File: config.mk
export PLATFORM = sky130hd
export DESIGN_NAME = scfg_top
export DESIGN_NICKNAME = d
export VERILOG_FILES = /design/src/logic/scfg_top.v
export VERILOG_INCLUDE_DIRS = /design/src /design/src/logic
export SDC_FILE = /design/constraint.sdc
export NUM_CORES = 1
export LEC_CHECK = 0
export ABC_AREA = 1
export BUFFER_PORTS_ARGS = -buffer_cell sky130_fd_sc_hd__buf_2
export CAP_MARGIN = 20
export CORE_UTILIZATION = 64
export DETAILED_ROUTE_END_ITERATION = 10
export PLACE_DENSITY = 0.87
export RECOVER_POWER = 50
export SETUP_SLACK_MARGIN = 0.3
export SLEW_MARGIN = 20
export SYNTH_ARGS = -nofsm -noshare
export SYNTH_HDL_FRONTEND = slang
export SYNTH_SLANG_ARGS = --single-unit
File: constraint.sdc
create_clock -name i_clk_sys -period 9.4 [get_ports i_clk_sys]
set_input_delay 0.47 -clock i_clk_sys [delete_from_list [all_inputs] [get_ports i_clk_sys]]
set_output_delay 0.47 -clock i_clk_sys [all_outputs]
set_load 0.01 [all_outputs]
File: src/logic/scfg_defines.vh
// Notes on behaviour
// - an eight-clock serial transfer stores its byte in config_byte only.
// - a sixteen-clock serial transfer stores its word in feedback_divide_word only.
// - each divide-word load reloads both counters; they count down together.
// - config bit 7 inverts single-ended output, swaps dual outputs; cleared at reset.
// - config bit 6 set enables single-ended output, holds dual outputs high.
// - config bit 6 clear enables dual outputs, single-ended output high impedance.
// - config bit 5 enables lock indicator; clear holds it low; cleared at reset.
// - bits 4..2 pick static low, osc, /2, /4, /8 or /16 reference output.
// - reference output field resets to divide by eight.
// - bits 1 and 0 enable feedback and reference divider outputs; else low.
// - single-ended output pulses when out of lock, high impedance when locked.
// - in phase, both detector drivers turn on together for a short moment.
// - reference counter decrements on every osc input rising edge.
// - feedback counter decrements on every vco input rising edge.
// - reference divider output idles low, pulses high 4.5 osc cycles; ratio one passes osc.
`ifndef SCFG_DEFINES_VH
`define SCFG_DEFINES_VH

// ----------------------------------------
// serial transfer lengths
// ----------------------------------------
`define SCFG_CFG_BITS      5'h08
`define SCFG_DIV_BITS      5'h10
`define SCFG_BITCNT_MAX    5'h1f

// ----------------------------------------
// config byte fields and reset values
// ----------------------------------------
`define SCFG_CFG_RESET     8'h10
`define SCFG_DIV_RESET     16'h0028
`define SCFG_B_POL         7
`define SCFG_B_SEL         6
`define SCFG_B_LDE         5
`define SCFG_F_OSC_HI      4
`define SCFG_F_OSC_LO      2
`define SCFG_B_FVE         1
`define SCFG_B_FRE         0

// ----------------------------------------
// reference output codes
// ----------------------------------------
`define SCFG_OSC_OFF       3'h0
`define SCFG_OSC_DIV1      3'h1
`define SCFG_OSC_DIV2      3'h2
`define SCFG_OSC_DIV4      3'h3
`define SCFG_OSC_DIV8      3'h4

// ----------------------------------------
// divider output timing
// ----------------------------------------
`define SCFG_FR_HIGH_RISES 3'h4
`define SCFG_REF_DIV_DEF   15'h0005
`define SCFG_REF_ONE       15'h0001

`endif

File: src/logic/scfg_top.v
`timescale 1ns/100ps
`include "scfg_defines.vh"

module scfg_top #(
  parameter [14:0] REF_DIVIDE = `SCFG_REF_DIV_DEF
) (
  input  wire        i_clk_sys,
  input  wire        i_reset,
  input  wire        i_ser_clk,
  input  wire        i_ser_data,
  input  wire        i_ser_enable_n,
  input  wire        i_osc_input,
  input  wire        i_vco_input,
  output reg  [7:0]  o_config_byte,
  output reg  [15:0] o_feedback_divide_word,
  output reg         o_ref_clock_out,
  output reg         o_reference_divider_out,
  output reg         o_feedback_divider_out,
  output reg         o_single_ended_detector_out,
  output reg         o_single_ended_detector_oe,
  output reg         o_detector_phi_r,
  output reg         o_detector_phi_v,
  output reg         o_lock_indicator
);

  // ----------------------------------------
  // pin synchronisers
  // ----------------------------------------
  reg [4:0] sync1_q;
  reg [4:0] sync2_q;
  reg [4:0] prev_q;

  always @(posedge i_clk_sys or posedge i_reset) begin
    if (i_reset) begin
      sync1_q <= 5'h03;
      sync2_q <= 5'h03;
      prev_q  <= 5'h03;
    end else begin
      sync1_q <= {i_vco_input, i_osc_input, i_ser_data, i_ser_clk, i_ser_enable_n};
      sync2_q <= sync1_q;
      prev_q  <= sync2_q;
    end
  end

  wire en_n_s   = sync2_q[0];
  wire sclk_s   = sync2_q[1];
  wire sdat_s   = sync2_q[2];
  wire osc_s    = sync2_q[3];
  wire vco_s    = sync2_q[4];
  wire sclk_r   = sclk_s & ~prev_q[1];
  wire en_end   = en_n_s & ~prev_q[0];
  wire osc_r    = osc_s & ~prev_q[3];
  wire osc_f    = ~osc_s & prev_q[3];
  wire vco_r    = vco_s & ~prev_q[4];

  // ----------------------------------------
  // serial port and registers
  // ----------------------------------------
  reg [15:0] shift_q;
  reg [4:0]  bitcnt_q;
  reg [7:0]  cfg_q;
  reg [15:0] div_q;
  reg        jam_q;

  // lengths other than eight or sixteen are dropped; the count saturates so long frames cannot alias
  always @(posedge i_clk_sys or posedge i_reset) begin
    if (i_reset) begin
      shift_q  <= 16'h0000;
      bitcnt_q <= 5'h00;
      cfg_q    <= `SCFG_CFG_RESET;
      div_q    <= `SCFG_DIV_RESET;
      jam_q    <= 1'b0;
    end else begin
      jam_q <= 1'b0;
      if (en_n_s) begin
        bitcnt_q <= 5'h00;
      end else if (sclk_r) begin
        shift_q <= {shift_q[14:0], sdat_s};
        if (bitcnt_q != `SCFG_BITCNT_MAX) begin
          bitcnt_q <= bitcnt_q + 5'h01;
        end
      end
      if (en_end) begin
        if (bitcnt_q == `SCFG_CFG_BITS) begin
          cfg_q <= shift_q[7:0];
        end else if (bitcnt_q == `SCFG_DIV_BITS) begin
          div_q <= shift_q;
          jam_q <= 1'b1;
        end
      end
    end
  end

  // ----------------------------------------
  // reference counter and its output
  // ----------------------------------------
  reg [14:0] rcnt_q;
  reg        fr_hi_q;
  reg [2:0]  fr_rises_q;
  reg        fr_ev_q;

  wire r_term = osc_r && (rcnt_q <= `SCFG_REF_ONE);

  always @(posedge i_clk_sys or posedge i_reset) begin
    if (i_reset) begin
      rcnt_q     <= `SCFG_REF_DIV_DEF;
      fr_hi_q    <= 1'b0;
      fr_rises_q <= 3'h0;
      fr_ev_q    <= 1'b0;
    end else begin
      fr_ev_q <= 1'b0;
      if (jam_q) begin
        rcnt_q  <= REF_DIVIDE;
        fr_hi_q <= 1'b0;
      end else begin
        if (r_term) begin
          rcnt_q     <= REF_DIVIDE;
          fr_ev_q    <= 1'b1;
          fr_hi_q    <= 1'b1;
          fr_rises_q <= 3'h0;
        end else if (osc_r) begin
          rcnt_q <= rcnt_q - 15'h0001;
        end
        if (fr_hi_q && !r_term) begin
          // four more rises, then the falling edge gives the half cycle
          if (osc_r && fr_rises_q != `SCFG_FR_HIGH_RISES) begin
            fr_rises_q <= fr_rises_q + 3'h1;
          end
          if (osc_f && fr_rises_q == `SCFG_FR_HIGH_RISES) begin
            fr_hi_q <= 1'b0;
          end
        end
      end
    end
  end

  // ratio one bypasses the pulse shaper entirely
  wire fr_wave = (REF_DIVIDE == `SCFG_REF_ONE) ? osc_s : fr_hi_q;

  // ----------------------------------------
  // feedback counter and its output
  // ----------------------------------------
  reg [15:0] ncnt_q;
  reg        fv_hi_q;
  reg        fv_ev_q;

  wire n_term = vco_r && (ncnt_q <= 16'h0001);

  always @(posedge i_clk_sys or posedge i_reset) begin
    if (i_reset) begin
      ncnt_q  <= `SCFG_DIV_RESET;
      fv_hi_q <= 1'b0;
      fv_ev_q <= 1'b0;
    end else begin
      fv_ev_q <= 1'b0;
      if (jam_q) begin
        ncnt_q  <= div_q;
        fv_hi_q <= 1'b0;
      end else if (n_term) begin
        ncnt_q  <= div_q;
        fv_hi_q <= 1'b1;
        fv_ev_q <= 1'b1;
      end else if (vco_r) begin
        ncnt_q  <= ncnt_q - 16'h0001;
        fv_hi_q <= 1'b0;
      end
    end
  end

  // ----------------------------------------
  // reference clock output divider
  // ----------------------------------------
  reg [3:0] ocnt_q;

  always @(posedge i_clk_sys or posedge i_reset) begin
    if (i_reset) begin
      ocnt_q <= 4'h0;
    end else if (osc_r) begin
      ocnt_q <= ocnt_q + 4'h1;
    end
  end

  reg ref_clock_out_d;
  always @* begin
    case (cfg_q[`SCFG_F_OSC_HI:`SCFG_F_OSC_LO])
      `SCFG_OSC_OFF:  ref_clock_out_d = 1'b0;
      `SCFG_OSC_DIV1: ref_clock_out_d = osc_s;
      `SCFG_OSC_DIV2: ref_clock_out_d = ocnt_q[0];
      `SCFG_OSC_DIV4: ref_clock_out_d = ocnt_q[1];
      `SCFG_OSC_DIV8: ref_clock_out_d = ocnt_q[2];
      default:        ref_clock_out_d = ocnt_q[3];
    endcase
  end

  // ----------------------------------------
  // phase/frequency detector
  // ----------------------------------------
  reg up_q;
  reg dn_q;

  // both flags are held together for one cycle before clearing, so the
  // in-phase case shows the short overlap instead of a dead zone
  always @(posedge i_clk_sys or posedge i_reset) begin
    if (i_reset) begin
      up_q <= 1'b0;
      dn_q <= 1'b0;
    end else if (jam_q) begin
      up_q <= 1'b0;
      dn_q <= 1'b0;
    end else if (up_q && dn_q) begin
      up_q <= fr_ev_q;
      dn_q <= fv_ev_q;
    end else begin
      if (fr_ev_q) begin
        up_q <= 1'b1;
      end
      if (fv_ev_q) begin
        dn_q <= 1'b1;
      end
    end
  end

  wire detector_polarity_invert     = cfg_q[`SCFG_B_POL];
  wire sel_a   = cfg_q[`SCFG_B_SEL];
  wire pump_hi = detector_polarity_invert ? dn_q : up_q;
  wire pump_lo = detector_polarity_invert ? up_q : dn_q;

  reg pd_d;
  reg pd_oe_d;
  reg phi_r_d;
  reg phi_v_d;
  always @* begin
    pd_d    = pump_hi;
    pd_oe_d = sel_a & (up_q | dn_q);
    phi_r_d = 1'b1;
    phi_v_d = 1'b1;
    if (!sel_a) begin
      pd_oe_d = 1'b0;
      phi_r_d = detector_polarity_invert ? ~dn_q : ~up_q;
      phi_v_d = detector_polarity_invert ? ~up_q : ~dn_q;
    end
    if (pump_hi && pump_lo) begin
      pd_d = 1'b1;
    end
  end

  // ----------------------------------------
  // registered outputs
  // ----------------------------------------
  always @(posedge i_clk_sys or posedge i_reset) begin
    if (i_reset) begin
      o_config_byte               <= `SCFG_CFG_RESET;
      o_feedback_divide_word      <= `SCFG_DIV_RESET;
      o_ref_clock_out             <= 1'b0;
      o_reference_divider_out     <= 1'b0;
      o_feedback_divider_out      <= 1'b0;
      o_single_ended_detector_out <= 1'b0;
      o_single_ended_detector_oe  <= 1'b0;
      o_detector_phi_r            <= 1'b1;
      o_detector_phi_v            <= 1'b1;
      o_lock_indicator            <= 1'b0;
    end else begin
      o_config_byte               <= cfg_q;
      o_feedback_divide_word      <= div_q;
      o_ref_clock_out             <= ref_clock_out_d;
      o_reference_divider_out     <= cfg_q[`SCFG_B_FRE] & fr_wave;
      o_feedback_divider_out      <= cfg_q[`SCFG_B_FVE] & fv_hi_q;
      o_single_ended_detector_out <= pd_d;
      o_single_ended_detector_oe  <= pd_oe_d;
      o_detector_phi_r            <= phi_r_d;
      o_detector_phi_v            <= phi_v_d;
      // lock output is high with low pulses while one side leads
      o_lock_indicator            <= cfg_q[`SCFG_B_LDE] & ~(up_q ^ dn_q);
    end
  end

endmodule

=== Yosys cells after proc, flatten, opt, wreduce, memory -nomap -nowiden ===
Cells that the tools add are included.

* Register bits: 137
* Input port bits: 7
* Word-level logic and storage cells: 125

* Add/sub/neg operators: 5
* Order comparisons: 2
* Equality and inequality tests: 9
* Multiplexer cells: 41
* Bitwise logic cells: 21
* Reduce and logical (&&, ||, !) cells: 19

{| class="wikitable"
|+ Operator list
! cell !! count
|-
| 16-bit two-way mux || 3
|-
| 15-bit two-way mux || 3
|-
| 1-bit two-way mux || 28
|-
| 16-bit by 1-bit <= comparator with 1-bit output, second input constant || 1
|-
| 16-bit by 1-bit subtractor with 16-bit output, second input constant || 1
|-
| 15-bit by 1-bit <= comparator with 1-bit output, second input constant || 1
|-
| 5-bit two-way mux || 3
|-
| 15-bit by 1-bit subtractor with 15-bit output, second input constant || 1
|-
| 3-bit nonzero test || 4
|-
| 1-bit NOT || 10
|-
| 1-bit AND || 9
|-
| 3-bit two-way mux || 3
|-
| 1-bit logical AND || 7
|-
| 3-bit by 2-bit equality test with 1-bit output, second input constant || 2
|-
| 3-bit equality test, second input constant || 2
|-
| 2-bit AND reduction || 3
|-
| 5-bit by 1-bit adder with 5-bit output, second input constant || 1
|-
| 5-bit by 4-bit equality test with 1-bit output, second input constant || 1
|-
| 5-bit equality test, second input constant || 1
|-
| 5-bit != test, second input constant || 1
|-
| 1-bit case mux with 5 select lines || 1
|-
| 4-bit by 1-bit adder with 4-bit output, second input constant || 1
|-
| 2-bit nonzero test || 2
|-
| 3-bit by 1-bit adder with 3-bit output, second input constant || 1
|-
| other kinds (7) || 7
|}

=== Longest topological paths before layout ===
Gate-level depths: netlist of run 1.

* Depth after elaboration: 7
* Depth in mapped cells: 12
* Gate-level depth less buffers: 12

=== Worst setup path after synthesis of run 1 ===
OpenSTA, ideal clock, no wires.

* Path kind: register to register
* From: register bitcnt_q[0]
* To: register bitcnt_q[3]
* Arrival: 1.415 ns
* Data required time: 9.277 ns
* Path slack: 7.862 ns
* Cell stages (with the launch flop): 10
* Buffers on the path: 0
* Period minus slack after synthesis: 1.538 ns
* Cells stage by stage: dfrtp_1 ha_1 nand2_1 nor2_1 ha_1 nand3b_1 inv_1 nand4_1 o21ai_0 a21oi_1

* Word-level cells in the longest chain between the ends: 4
* Elaborated cells on any way between the ends: 7
* Those cells by class: add/sub (1); eq/ne (1); mux (3); reduce/logical (2)

{| class="wikitable"
|+ Ends and longest elaborated chain
! element !! RTL line !! RTL
|-
| start, declared || scfg_top.v:60 || <nowiki>reg [4:0] bitcnt_q;</nowiki>
|-
| start signal, assigned || scfg_top.v:80 || <nowiki>bitcnt_q <= bitcnt_q + 5'h01;</nowiki>
|-
| 5-bit by 1-bit adder with 5-bit output || scfg_top.v:80 ||
|-
| 5-bit two-way mux || scfg_top.v:79 || <nowiki>if (bitcnt_q != `SCFG_BITCNT_MAX) begin</nowiki>
|-
| 5-bit two-way mux || scfg_top.v:77 || <nowiki>end else if (sclk_r) begin</nowiki>
|-
| 5-bit two-way mux || scfg_top.v:75 || <nowiki>if (en_n_s) begin</nowiki>
|}

Parallel ways exist; a longest one is shown, timed or not. The select of a mux whose other input is x is not followed.
A chain may end at the register's enable or synchronous reset.

==> results of run 1 <==
## cell usage in the layout (no fill, tap or decap), types with 14 or more instances in the layout
cell,n
a21oi_1,14
clkbuf_1,27
clkbuf_16,16
dfrtp_1,118
inv_1,72
nand2_1,136
nand3_1,21
nor2_1,75
o21ai_0,60
o21ai_1,19
xor2_1,17
## logic make-up (layout without fill, tap and decap cells)
logic type      count (synthesis)  in the layout  share of synthesized area, %
xor+xnor                       24             24                          3.66
simple gates                  259            259                          19.2
compound gates                 97             97                          8.58
flops                         136            136                          59.6
fa+ha+maj                      12             12                          2.61
buf+inv                        90            148                          6.34
## synthesized netlist by cell type, types with 5 or more instances
master    count
inv_1        73
ha_1         12
dfstp_2      18
xor2_1       17
nand3_1      21
nand4_1       5
o21ai_0      60
a21oi_1      14
dfrtp_1     118
nand2_1     134
xnor2_1       7
o21ai_1      19
nor3_1        6
nor2_1       75
clkbuf_1      8
## registers in the layout, indices dropped and copies added, names as in the netlist, 5 cells and up
| register | cells |
|---|---|
| div_q | 16 |
| ncnt_q | 16 |
| o_feedback_divide_word | 16 |
| shift_q | 16 |
| rcnt_q | 15 |
| cfg_q | 8 |
| o_config_byte | 8 |
| bitcnt_q | 5 |
| sync1_q | 5 |
| sync2_q | 5 |
## critical path: cells and delay by family
kind     cells  cell delay (ns)
buf+inv      3             2.60
## final cells by class
class	count	area, sq um	share of cell area [%]
Tap cell	108	135	2.05
Sequential cell	136	3430	52.1
Multi-Input combinational cell	392	1950	29.6
Timing Repair Buffer	40	179	2.72
Inverter	76	287	4.35
Clock buffer	17	414	6.29
Clock inverter	15	189	2.87
## stage by stage
stage | area (sq um) | total power, mW | hold slack (ns)
finish | 6580 | 1.84 | 0.0378
global route | 6580 | 1.93 | 0.0213
floorplan | 5750 | 1.06 | 0.331
CTS | 6610 | 1.83 | 0.0179
global placement | 6000 | 1.12 | 0.333
detailed placement | 6000 | 1.14 | 0.336
## metal layers
metal	global-route usage, %	vias to the layer above
met5	0	-
met2	48.7	159
met4	11.1	0
met3	6.36	31
li1	-	2041
met1	36.3	2187
## power by group
group | switching (mW) | internal (mW) | total (mW) | leakage, nW
Clock | 0.264 | 0.410 | 0.674 | 0.284
Combinational | 0.232 | 0.139 | 0.371 | 1.11
Sequential | 0.0997 | 0.690 | 0.790 | 1.76
## final timing paths
check	start	to	cells after the start
min in group asynchronous	i_reset	rcnt_q[12]$_DFFE_PP0P_	2
worst min register to register	sync1_q[2]$_DFF_PP0_	sync2_q[2]$_DFF_PP0_	0
worst max-delay path	i_reset	ncnt_q[8]$_DFFE_PP0P_	3
worst max register to register	ncnt_q[0]$_DFFE_PP0P_	ncnt_q[11]$_DFFE_PP0P_	10
max in group i_clk_sys	ncnt_q[0]$_DFFE_PP0P_	ncnt_q[11]$_DFFE_PP0P_	10
worst min-delay path	i_ser_clk	sync1_q[1]$_DFF_PP1_	1
==> reports/metrics.yaml, run 1 <==
grt.overflow.total: 0
cts_sinks: 136
fin_skew_ns: 0.00904
numCtsBuffers: 17
setup-violations-final: 0
cpMaxStageDelayCell: "clkinvlp_2"
synth_nets: 637
clock_latency_ns: 0.52
clock_path_buffers: 2
crit_path_cell_trace: "buf_2, clkinvlp_2, buf_4"
wl_met1_mm: 5.07
cp_max_fo: 69
drc: 0
p_leak_nw: 3.16
core.rowCount: 34
io_buffers: 38
clk_pin_slew_ns: 0.06
grt_max_degree: 70
final_cell_count_no_fill: 784
grt_pass1_vias: 4422
vias: 4418
core_sq_um: 8720
die_height_um: 96.8
hold_class: "input port to flip-flop"
yosysSeqAreaShare_pct: 59.6
async_flop_share_pct: 100
place.detailed.hpwl_mm: 7.55
root_buffer: "clkbuf_8"
crit_arrival_ns: 3.15
synth_edf_count: 0
dp_cells: 751
postCtsSetupBuffers: 0
hold_buffers: 0
dp_slack_ns: 7.22
hold_viol_final: 0
routedWlPerCell_um: 15.7
setup_tns_ns: 0
max-vdd-ir-drop_mv: 0.158
wl_mm: 12.3
area_growth_pct: 14.5
clock.fmax_ghz: 0.386
drt_iter0_drc: 270
drive_gt1_share_pct: 10.7
worstPathRequired_ns: 9.95
rsz0062_at_grt: "false"
end_kind: "asynchronous set/reset pin"
routabilityCongestion: 0.860
die_area_sq_um: 9360
h-tree-depth: 4
grt_pass1_wl_mm: 21.0
avgSynthCellArea_sq_um: 9.30
status: "complete, but fails checks"
final_nets: 682
topRoutingLayerUsed: "met4"
slew-limit-headroom_pct: -95.7
synth.ff_latch_count: 136
tightest_slew_ns: 2.92
violations: "max-capacitance violations, max-slew violations"
fin_crit_sh_pct: 27.6
die_x_um: 96.8
fillers: 551
timing.final.ws_setup_ns: 6.81
power_density_nw_per_um2: 279
drv_slew: 70
ant_nets: 0
synth_warnings: 0
drtPass1Iterations: 5
yosys-top-cells-area: "dfrtp_1 51%, nand2_1 8.8%, dfstp_2 8.2%"
yosysTopAreaCell: "dfrtp_1"
drv_cap: 1
synth_top_area_share_pct: 51.4
met3_length_um: 573
ys.flop_type: "dfrtp_1"
cts.repair.resized: 0
synth_cell_types: 31
cpPeakStageDelay_ns: 1.63
r2r_setup_slack_ns: 7.42
viasPerCell: 5.64
cts_tree: "built"
final_core_util_pct: 75.5
ioPinCount: 39
grt_usage_pct: 28.7
crit_path_start_kind: "input port"
antenna_found_initial: 0
synth_cells: 618
synth_area_sq_um: 5750
met2_length_mm: 6.41
crit_type: "input port to asynchronous set/reset pin"
initial_core_util_pct: 65.9
diodes: 0
final.min_clock_period_ns: 2.59
No activity file was read; power rests on OpenSTA's default activity.
==> run 2: changes to the inputs <==
--- a/config.mk
+++ b/config.mk
@@ -6,12 +6,12 @@
 export SDC_FILE = /design/constraint.sdc
 export NUM_CORES = 1
 export LEC_CHECK = 0
-export ABC_AREA = 1
+export ABC_AREA = 0
 export BUFFER_PORTS_ARGS = -buffer_cell sky130_fd_sc_hd__buf_2
 export CAP_MARGIN = 20
-export CORE_UTILIZATION = 64
+export CORE_UTILIZATION = 54
 export DETAILED_ROUTE_END_ITERATION = 10
-export PLACE_DENSITY = 0.87
+export PLACE_DENSITY = 0.78
 export RECOVER_POWER = 50
 export SETUP_SLACK_MARGIN = 0.3
 export SLEW_MARGIN = 20
==> constraint.sdc (replaced) <==
create_clock -name i_clk_sys -period 2.3 [get_ports i_clk_sys]
set_input_delay 0.115 -clock i_clk_sys [delete_from_list [all_inputs] [get_ports i_clk_sys]]
set_output_delay 0.115 -clock i_clk_sys [all_outputs]
set_load 0.01 [all_outputs]
==> reports/metrics.yaml, run 2 <==
fillers: 653  # +19%
drt_iter0_drc: 198  # -27%
clock.fmax_ghz: 0.487
ant_nets: 0  # unchanged
ioPinCount: 39  # unchanged
clock_path_buffers: 2  # unchanged
timing.final.ws_setup_ns: 0.245  # -6.56 ns
p_leak_nw: 3.24  # +2.7%
synth_top_area_share_pct: 53.1  # +1.7 points
grt.overflow.total: 0  # unchanged
root_buffer: "clkbuf_8"
worstPathRequired_ns: 2.71  # -7.24 ns
finalPower_mw: 6.41  # +250%
io_buffers: 38  # unchanged
drc: 0  # unchanged
p_int_mw: 4.68  # +280%
synth_top_family_by_area: "simple AND/OR/NAND/NOR gates"
dp_slack_ns: 0.144  # -7.07 ns
slew-limit-headroom_pct: 51.0  # +150 points
core.rowCount: 36  # +5.9%
yosysTopAreaCell: "dfrtp_1"
postPlaceCellArea_sq_um: 6000  # about the same
numCtsBuffers: 17  # unchanged
power_density_nw_per_um2: 940  # +240%
synth_fa_ha_area_share_pct: 2.70  # +0.086 points
synth_compound_area_share_pct: 8.12  # -0.46 points
critPathTopFamily: "simple AND/OR/NAND/NOR gates"
core_sq_um: 9860  # +13%
tightest_slew_ns: 0.735  # -2.18 ns
synth.ff_latch_count: 136  # unchanged
routabilityCongestion: 0.951  # +11%
drv_cap: 0  # -1
wl_mm: 11.1  # -9.9%
final_nets: 550  # -19%
die_x_um: 103  # +7.0%
crit_path_cell_trace: "or3_1, nor4_1, and3_1, nor3_1, o22a_1"
async_flop_share_pct: 100  # unchanged
p_seq_share_pct: 48.8  # +5.8 points
fin_crit_sh_pct: 89.4
whs_ns: 0.235  # +0.197 ns
hold_depth: 2  # +1
yosys-top-cells-area: "dfrtp_1 53%, dfstp_2 8.5%, mux2_2 8.3%"
viasPerCell: 5.69  # +1.0%
rsz0062_at_grt: "true"
drv_slew: 0  # -100%
crit_arrival_ns: 2.47  # -0.68 ns
cp.depth: 5  # +2
grt_max_degree: 137  # +96%
crit_path_start_kind: "flip-flop"
cpMaxStageDelayCell: "nor4_1"
drtPass1Iterations: 6  # +1
synth_warnings: 0  # unchanged
synth_nets: 467  # -27%
grt.met3_usage_pct: 5.85  # -0.51 points
die_height_um: 103  # +7.0%
cp_max_fo: 4  # -94%
hold_viol_final: 0  # unchanged
comb_power_share_pct: 14.6  # -5.6 points
synthTopCellsByCount: "118 x dfrtp_1, 41 x mux2_2, 36 x nor2_1"
ys.flop_type: "dfrtp_1"
grt_use_met1_pct: 28.5  # -7.7 points
synth_area_sq_um: 5560  # -3.2%
routedWlPerCell_um: 16.4  # +4.3%
clock_latency_ns: 0.52  # about the same
path_buf_inv: 0  # -3
clk_pin_slew_ns: 0.06  # about the same
fin_skew_ns: 0.00811  # -0.000934 ns
swShare_pct: 27.0  # -5.5 points
final_common_cell: "dfrtp_1"
grt_pass1_vias: 3720  # -16%
max-vdd-ir-drop_mv: 0.896  # +470%
grt_usage_pct: 22.9  # -5.9 points
synthSimpleGateAreaFrac_pct: 13.3  # -5.9 points
p_switching_mw: 1.73  # +190%
dp_cells: 620  # -17%
synth_edf_count: 0  # unchanged
busiest_layer: "met2"
grt_pass1_wl_mm: 18.1  # -14%
avgSynthCellArea_sq_um: 12.4  # +34%
grt.met2_usage_pct: 37.1  # -12 points
crit_type: "flip-flop to flip-flop"
antenna_found_initial: 0  # unchanged
h-tree-depth: 4  # unchanged
area_growth_pct: 22.6
hold_class: "input port to flip-flop"
diodes: 0  # unchanged
vias: 3855  # -13%
finalInstanceArea_sq_um: 6820  # +3.6%
cts_tree: "built"
final.min_clock_period_ns: 2.06
final_cell_count_no_fill: 677  # -14%
synth_cells: 448  # -28%
synthXorXnorAreaFrac_pct: 2.36  # -1.3 points
place.detailed.hpwl_mm: 6.80  # -10%
final_cell_mix: "116 x dfrtp_1, 41 x mux2_2, 37 x buf_2"
cts_sinks: 136  # unchanged
p_clk_share_pct: 36.6  # about the same
synthMostInstantiatedCell: "dfrtp_1"
die_area_sq_um: 10700  # +14%
status: "complete, no violations"
setup-violations-final: 0  # unchanged
setup_tns_ns: 0  # unchanged
drive_gt1_share_pct: 32.7  # +22 points
initial_core_util_pct: 56.4  # -9.5 points
ff2ff_path_depth: 5  # -5
yosysSeqAreaShare_pct: 61.6  # +2.0 points
final_core_util_pct: 69.1  # -6.3 points
cpPeakStageDelay_ns: 0.56  # -1.07 ns
synthMuxAreaShare_pct: 9.56  # +9.6 points
synth_cell_types: 57  # +84%
end_kind: "flip-flop"
==> run 2: power by group through the flow <==
stage	sequential (mW)	clock (mW)	combinational (mW)
2_1_floorplan	3.07	0	0.593
3_3_place_gp	3.13	0	0.731
3_5_place_dp	3.16	0	0.769
4_1_cts	3.12	2.39	0.879
5_1_grt	3.18	2.50	1.06
6_report	3.13	2.35	0.937
==> run 2: worst paths after layout <==
check                                       from                     end  slack [ns]
min reg2reg                 sync1_q[4]$_DFF_PP0_    sync2_q[4]$_DFF_PP0_        0.35
min in group asynchronous                i_reset   rcnt_q[8]$_DFFE_PP0P_        0.28
max reg2reg                ncnt_q[8]$_DFFE_PP0P_  ncnt_q[12]$_DFFE_PP0P_        0.24
max                        ncnt_q[8]$_DFFE_PP0P_  ncnt_q[12]$_DFFE_PP0P_        0.24
min                                  i_vco_input    sync1_q[4]$_DFF_PP0_        0.24
max in group asynchronous                i_reset  ncnt_q[10]$_DFFE_PP0P_        1.43
==> run 2: kinds of logic (layout without fill, tap and decap cells) <==
family | Yosys count | in the layout
adders and majority gates | 12 | 12
DFF | 136 | 136
muxes | 48 | 48
AOI/OAI and AO/OA | 63 | 63
and+or+nand+nor | 142 | 142
buffers and inverters | 32 | 128
xor gates and xnor gates | 15 | 15
==> run 2: what timing repair did <==
item	4_1_cts	5_1_grt
buffers inserted	13	6
gates cloned	0	0
hold buffers	6	0
pin swaps	6	5
endpoints found under the hold margin	123	0
gates resized for setup	16	13
endpoints found under the setup margin	31	35
==> run 2: cell type report <==
cell class | instances | area [sq um] | area share, %
Sequential cell | 136 | 3430 | 50.3
Multi-Input combinational cell | 280 | 2120 | 31.1
Timing Repair Buffer | 77 | 526 | 7.71
Clock buffer | 28 | 455 | 6.68
Tap cell | 133 | 166 | 2.44
Inverter | 19 | 75.1 | 1.10
Clock inverter | 4 | 47.5 | 0.698
==> run 2: per-layer routing <==
layer  vias to the layer above  wire length, um
li1                       1757                -
met1                      1942             4680
met2                       123             5680
met3                        33              483
met4                         0              270
met5                         -                0
==> run 3: changes to the inputs <==
--- a/config.mk
+++ b/config.mk
@@ -13,7 +13,6 @@
 export DETAILED_ROUTE_END_ITERATION = 10
 export PLACE_DENSITY = 0.78
 export RECOVER_POWER = 50
-export SETUP_SLACK_MARGIN = 0.3
 export SLEW_MARGIN = 20
 export SYNTH_ARGS = -nofsm -noshare
 export SYNTH_HDL_FRONTEND = slang
==> reports/metrics.yaml, run 3 (synthesized netlist as in run 2, its figures left out) <==
routedWlPerCell_um: 16.1  # -2.1%
cp_max_fo: 6  # +2
viasPerCell: 5.58  # -2.0%
wl_met1_mm: 4.63  # -0.98%
die_height_um: 103  # unchanged
diodes: 0  # unchanged
topRoutingLayerUsed: "met4"
die_area_sq_um: 10700  # unchanged
hold_viol_final: 0  # unchanged
crit_path_start_kind: "flip-flop"
rsz0062_at_grt: "false"
grt_pass1_vias: 3664  # -1.5%
drv_slew: 0  # unchanged
clock_path_buffers: 2  # unchanged
ioPinCount: 39  # unchanged
cpMaxStageDelayCell: "or4_4"
fillers: 676  # +3.5%
crit_arrival_ns: 2.62  # +0.15 ns
hold_class: "input port to asynchronous set/reset pin"
clock_latency_ns: 0.52  # about the same
p_leak_nw: 3.17  # -2.3%
vias: 3707  # -3.8%
worstPathRequired_ns: 2.74  # +0.03 ns
tightest_slew_ns: 1.40  # +0.661 ns
drt_iter0_drc: 174  # -12%
clock.fmax_ghz: 0.457  # -6.0%
core.rowCount: 36  # unchanged
place.detailed.hpwl_mm: 7.08  # +4.2%
crit_type: "flip-flop to flip-flop"
grt_usage_pct: 21.7  # -1.2 points
antenna_found_initial: 0  # unchanged
h-tree-depth: 4  # unchanged
power_density_nw_per_um2: 994  # +5.7%
postCtsSetupBuffers: 0  # -13
status: "complete, no violations"
root_buffer: "clkbuf_8"
fin_crit_sh_pct: 95.1  # +5.7 points
cts_tree: "built"
drv_cap: 0  # unchanged
max-vdd-ir-drop_mv: 0.678  # -24%
cp_common_cell: "buf_4"
wl_mm: 10.7  # -3.9%
drc: 0  # unchanged
drtPass1Iterations: 4  # -2
clk_pin_slew_ns: 0.06  # about the same
crit_path_cell_trace: "or4_4, nor4_4, buf_4, a21o_1, buf_4, o21a_1, a2bb2oi_1"
slew-limit-headroom_pct: 6.92  # -44 points
grt.overflow.total: 0  # unchanged
grt_max_degree: 61  # -55%
final.min_clock_period_ns: 2.19  # +0.132 ns
routabilityCongestion: 0.900  # -5.4%
numCtsBuffers: 17  # unchanged
area_growth_pct: 20.0
timing.final.ws_setup_ns: 0.113  # -0.132 ns
io_buffers: 38  # unchanged
drive_gt1_share_pct: 29.2  # -3.5 points
path_buf_inv: 2  # +2
dp_slack_ns: -0.0885  # -0.233 ns
cpPeakStageDelay_ns: 0.58  # +0.02 ns
die_x_um: 103  # unchanged
final_cell_mix: "118 x dfrtp_1, 41 x mux2_2, 38 x buf_2"
met3_length_um: 418  # -13%
setup-violations-final: 0  # unchanged
postPlaceCellArea_sq_um: 6040  # +0.63%
fin_skew_ns: 0.0120  # +0.00386 ns
initial_core_util_pct: 56.4  # unchanged
finalInstanceArea_sq_um: 6680  # -2.1%
core_sq_um: 9860  # unchanged
grt_pass1_wl_mm: 17.3  # -4.4%
final_nets: 537  # -2.4%
end_kind: "flip-flop"
met2_length_mm: 5.41  # -4.6%
ant_nets: 0  # unchanged
critPathTopFamily: "simple AND/OR/NAND/NOR gates"
final_common_cell: "dfrtp_1"
cts_sinks: 136  # unchanged
==> run 3: changes by cell type in the layout (fill, tap and decap cells not counted), moves of 3 or more <==
cell	before	now
o21ai_1	4	0
o311ai_0	0	3
clkbuf_1	12	5
buf_4	30	17
clkbuf_8	1	5
o311ai_1	3	0
o21ai_0	9	13
==> run 3: cell type report <==
type / count / area [sq um] / area share [%]
inverter: 19 / 72.6 / 1.09
tap: 133 / 166 / 2.49
multi-input combinational: 280 / 2020 / 30.3
timing repair buffer: 64 / 392 / 5.87
sequential: 136 / 3430 / 51.3
clock buffer: 25 / 484 / 7.25
clock inverter: 7 / 115 / 1.72
==> run 3: repair_timing <==
item                                    CTS  global route
pin swaps                                 0             1
endpoints found under the hold margin   123             0
hold buffers                              6             0
gates resized for setup                   1             3
endpoints found under the setup margin    1             5
==> run 3: path summary, 6_finish.rpt <==
kind,from,end,slack [ns],cells after the start
setup / recovery,ncnt_q[4]$_DFFE_PP0P_,ncnt_q[3]$_DFFE_PP1P_,0.11,7
hold / removal,i_reset,ncnt_q[10]$_DFFE_PP0P_,0.1,3
setup reg to reg,ncnt_q[4]$_DFFE_PP0P_,ncnt_q[3]$_DFFE_PP1P_,0.11,7
hold reg to reg,sync1_q[4]$_DFF_PP0_,sync2_q[4]$_DFF_PP0_,0.35,0
max in group asynchronous,i_reset,up_q$_DFFE_PP0P_,0.55,4
min in group i_clk_sys,i_ser_data,sync1_q[2]$_DFF_PP0_,0.24,2
==> run 3: worst min-delay path: stages <==
cell and delay (ns):
dlygate4sd3_1 0.53, buf_2 0.12, clkinvlp_2 0.24
==> run 3: where the power goes <==
part / switching, mW / internal (mW) / leakage, nW / total (mW)
Combinational: 0.414 / 0.411 / 1.13 / 0.825
Sequential: 0.351 / 2.76 / 1.74 / 3.11
Clock: 0.932 / 1.76 / 0.288 / 2.70
Total: 1.70 / 4.94 / 3.17 / 6.63
==> run 3: metal layers <==
layer	vias up	track usage, %
li1	1727	-
met2	91	35.0
met5	-	0
met4	0	9.32
met1	1869	27.9
met3	20	5.65
==> run 3: per-stage QoR <==
| step | TNS [ns] | total power [mW] | hold slack (ns) | std cells | util, % |
|---|---|---|---|---|---|
| finish | 0 | 6.63 | 0.0980 | 664 | 67.7 |
| global route | 0 | 6.94 | 0.131 | 664 | 67.7 |
| CTS | 0 | 6.70 | 0.0625 | 664 | 67.9 |
| detailed placement | -0.0885 | 3.95 | 0.0744 | 626 | 61.2 |
| global placement | 0 | 3.89 | 0.0748 | 626 | 61.2 |
| floorplan | 0 | 3.65 | 0.119 | 448 | - |
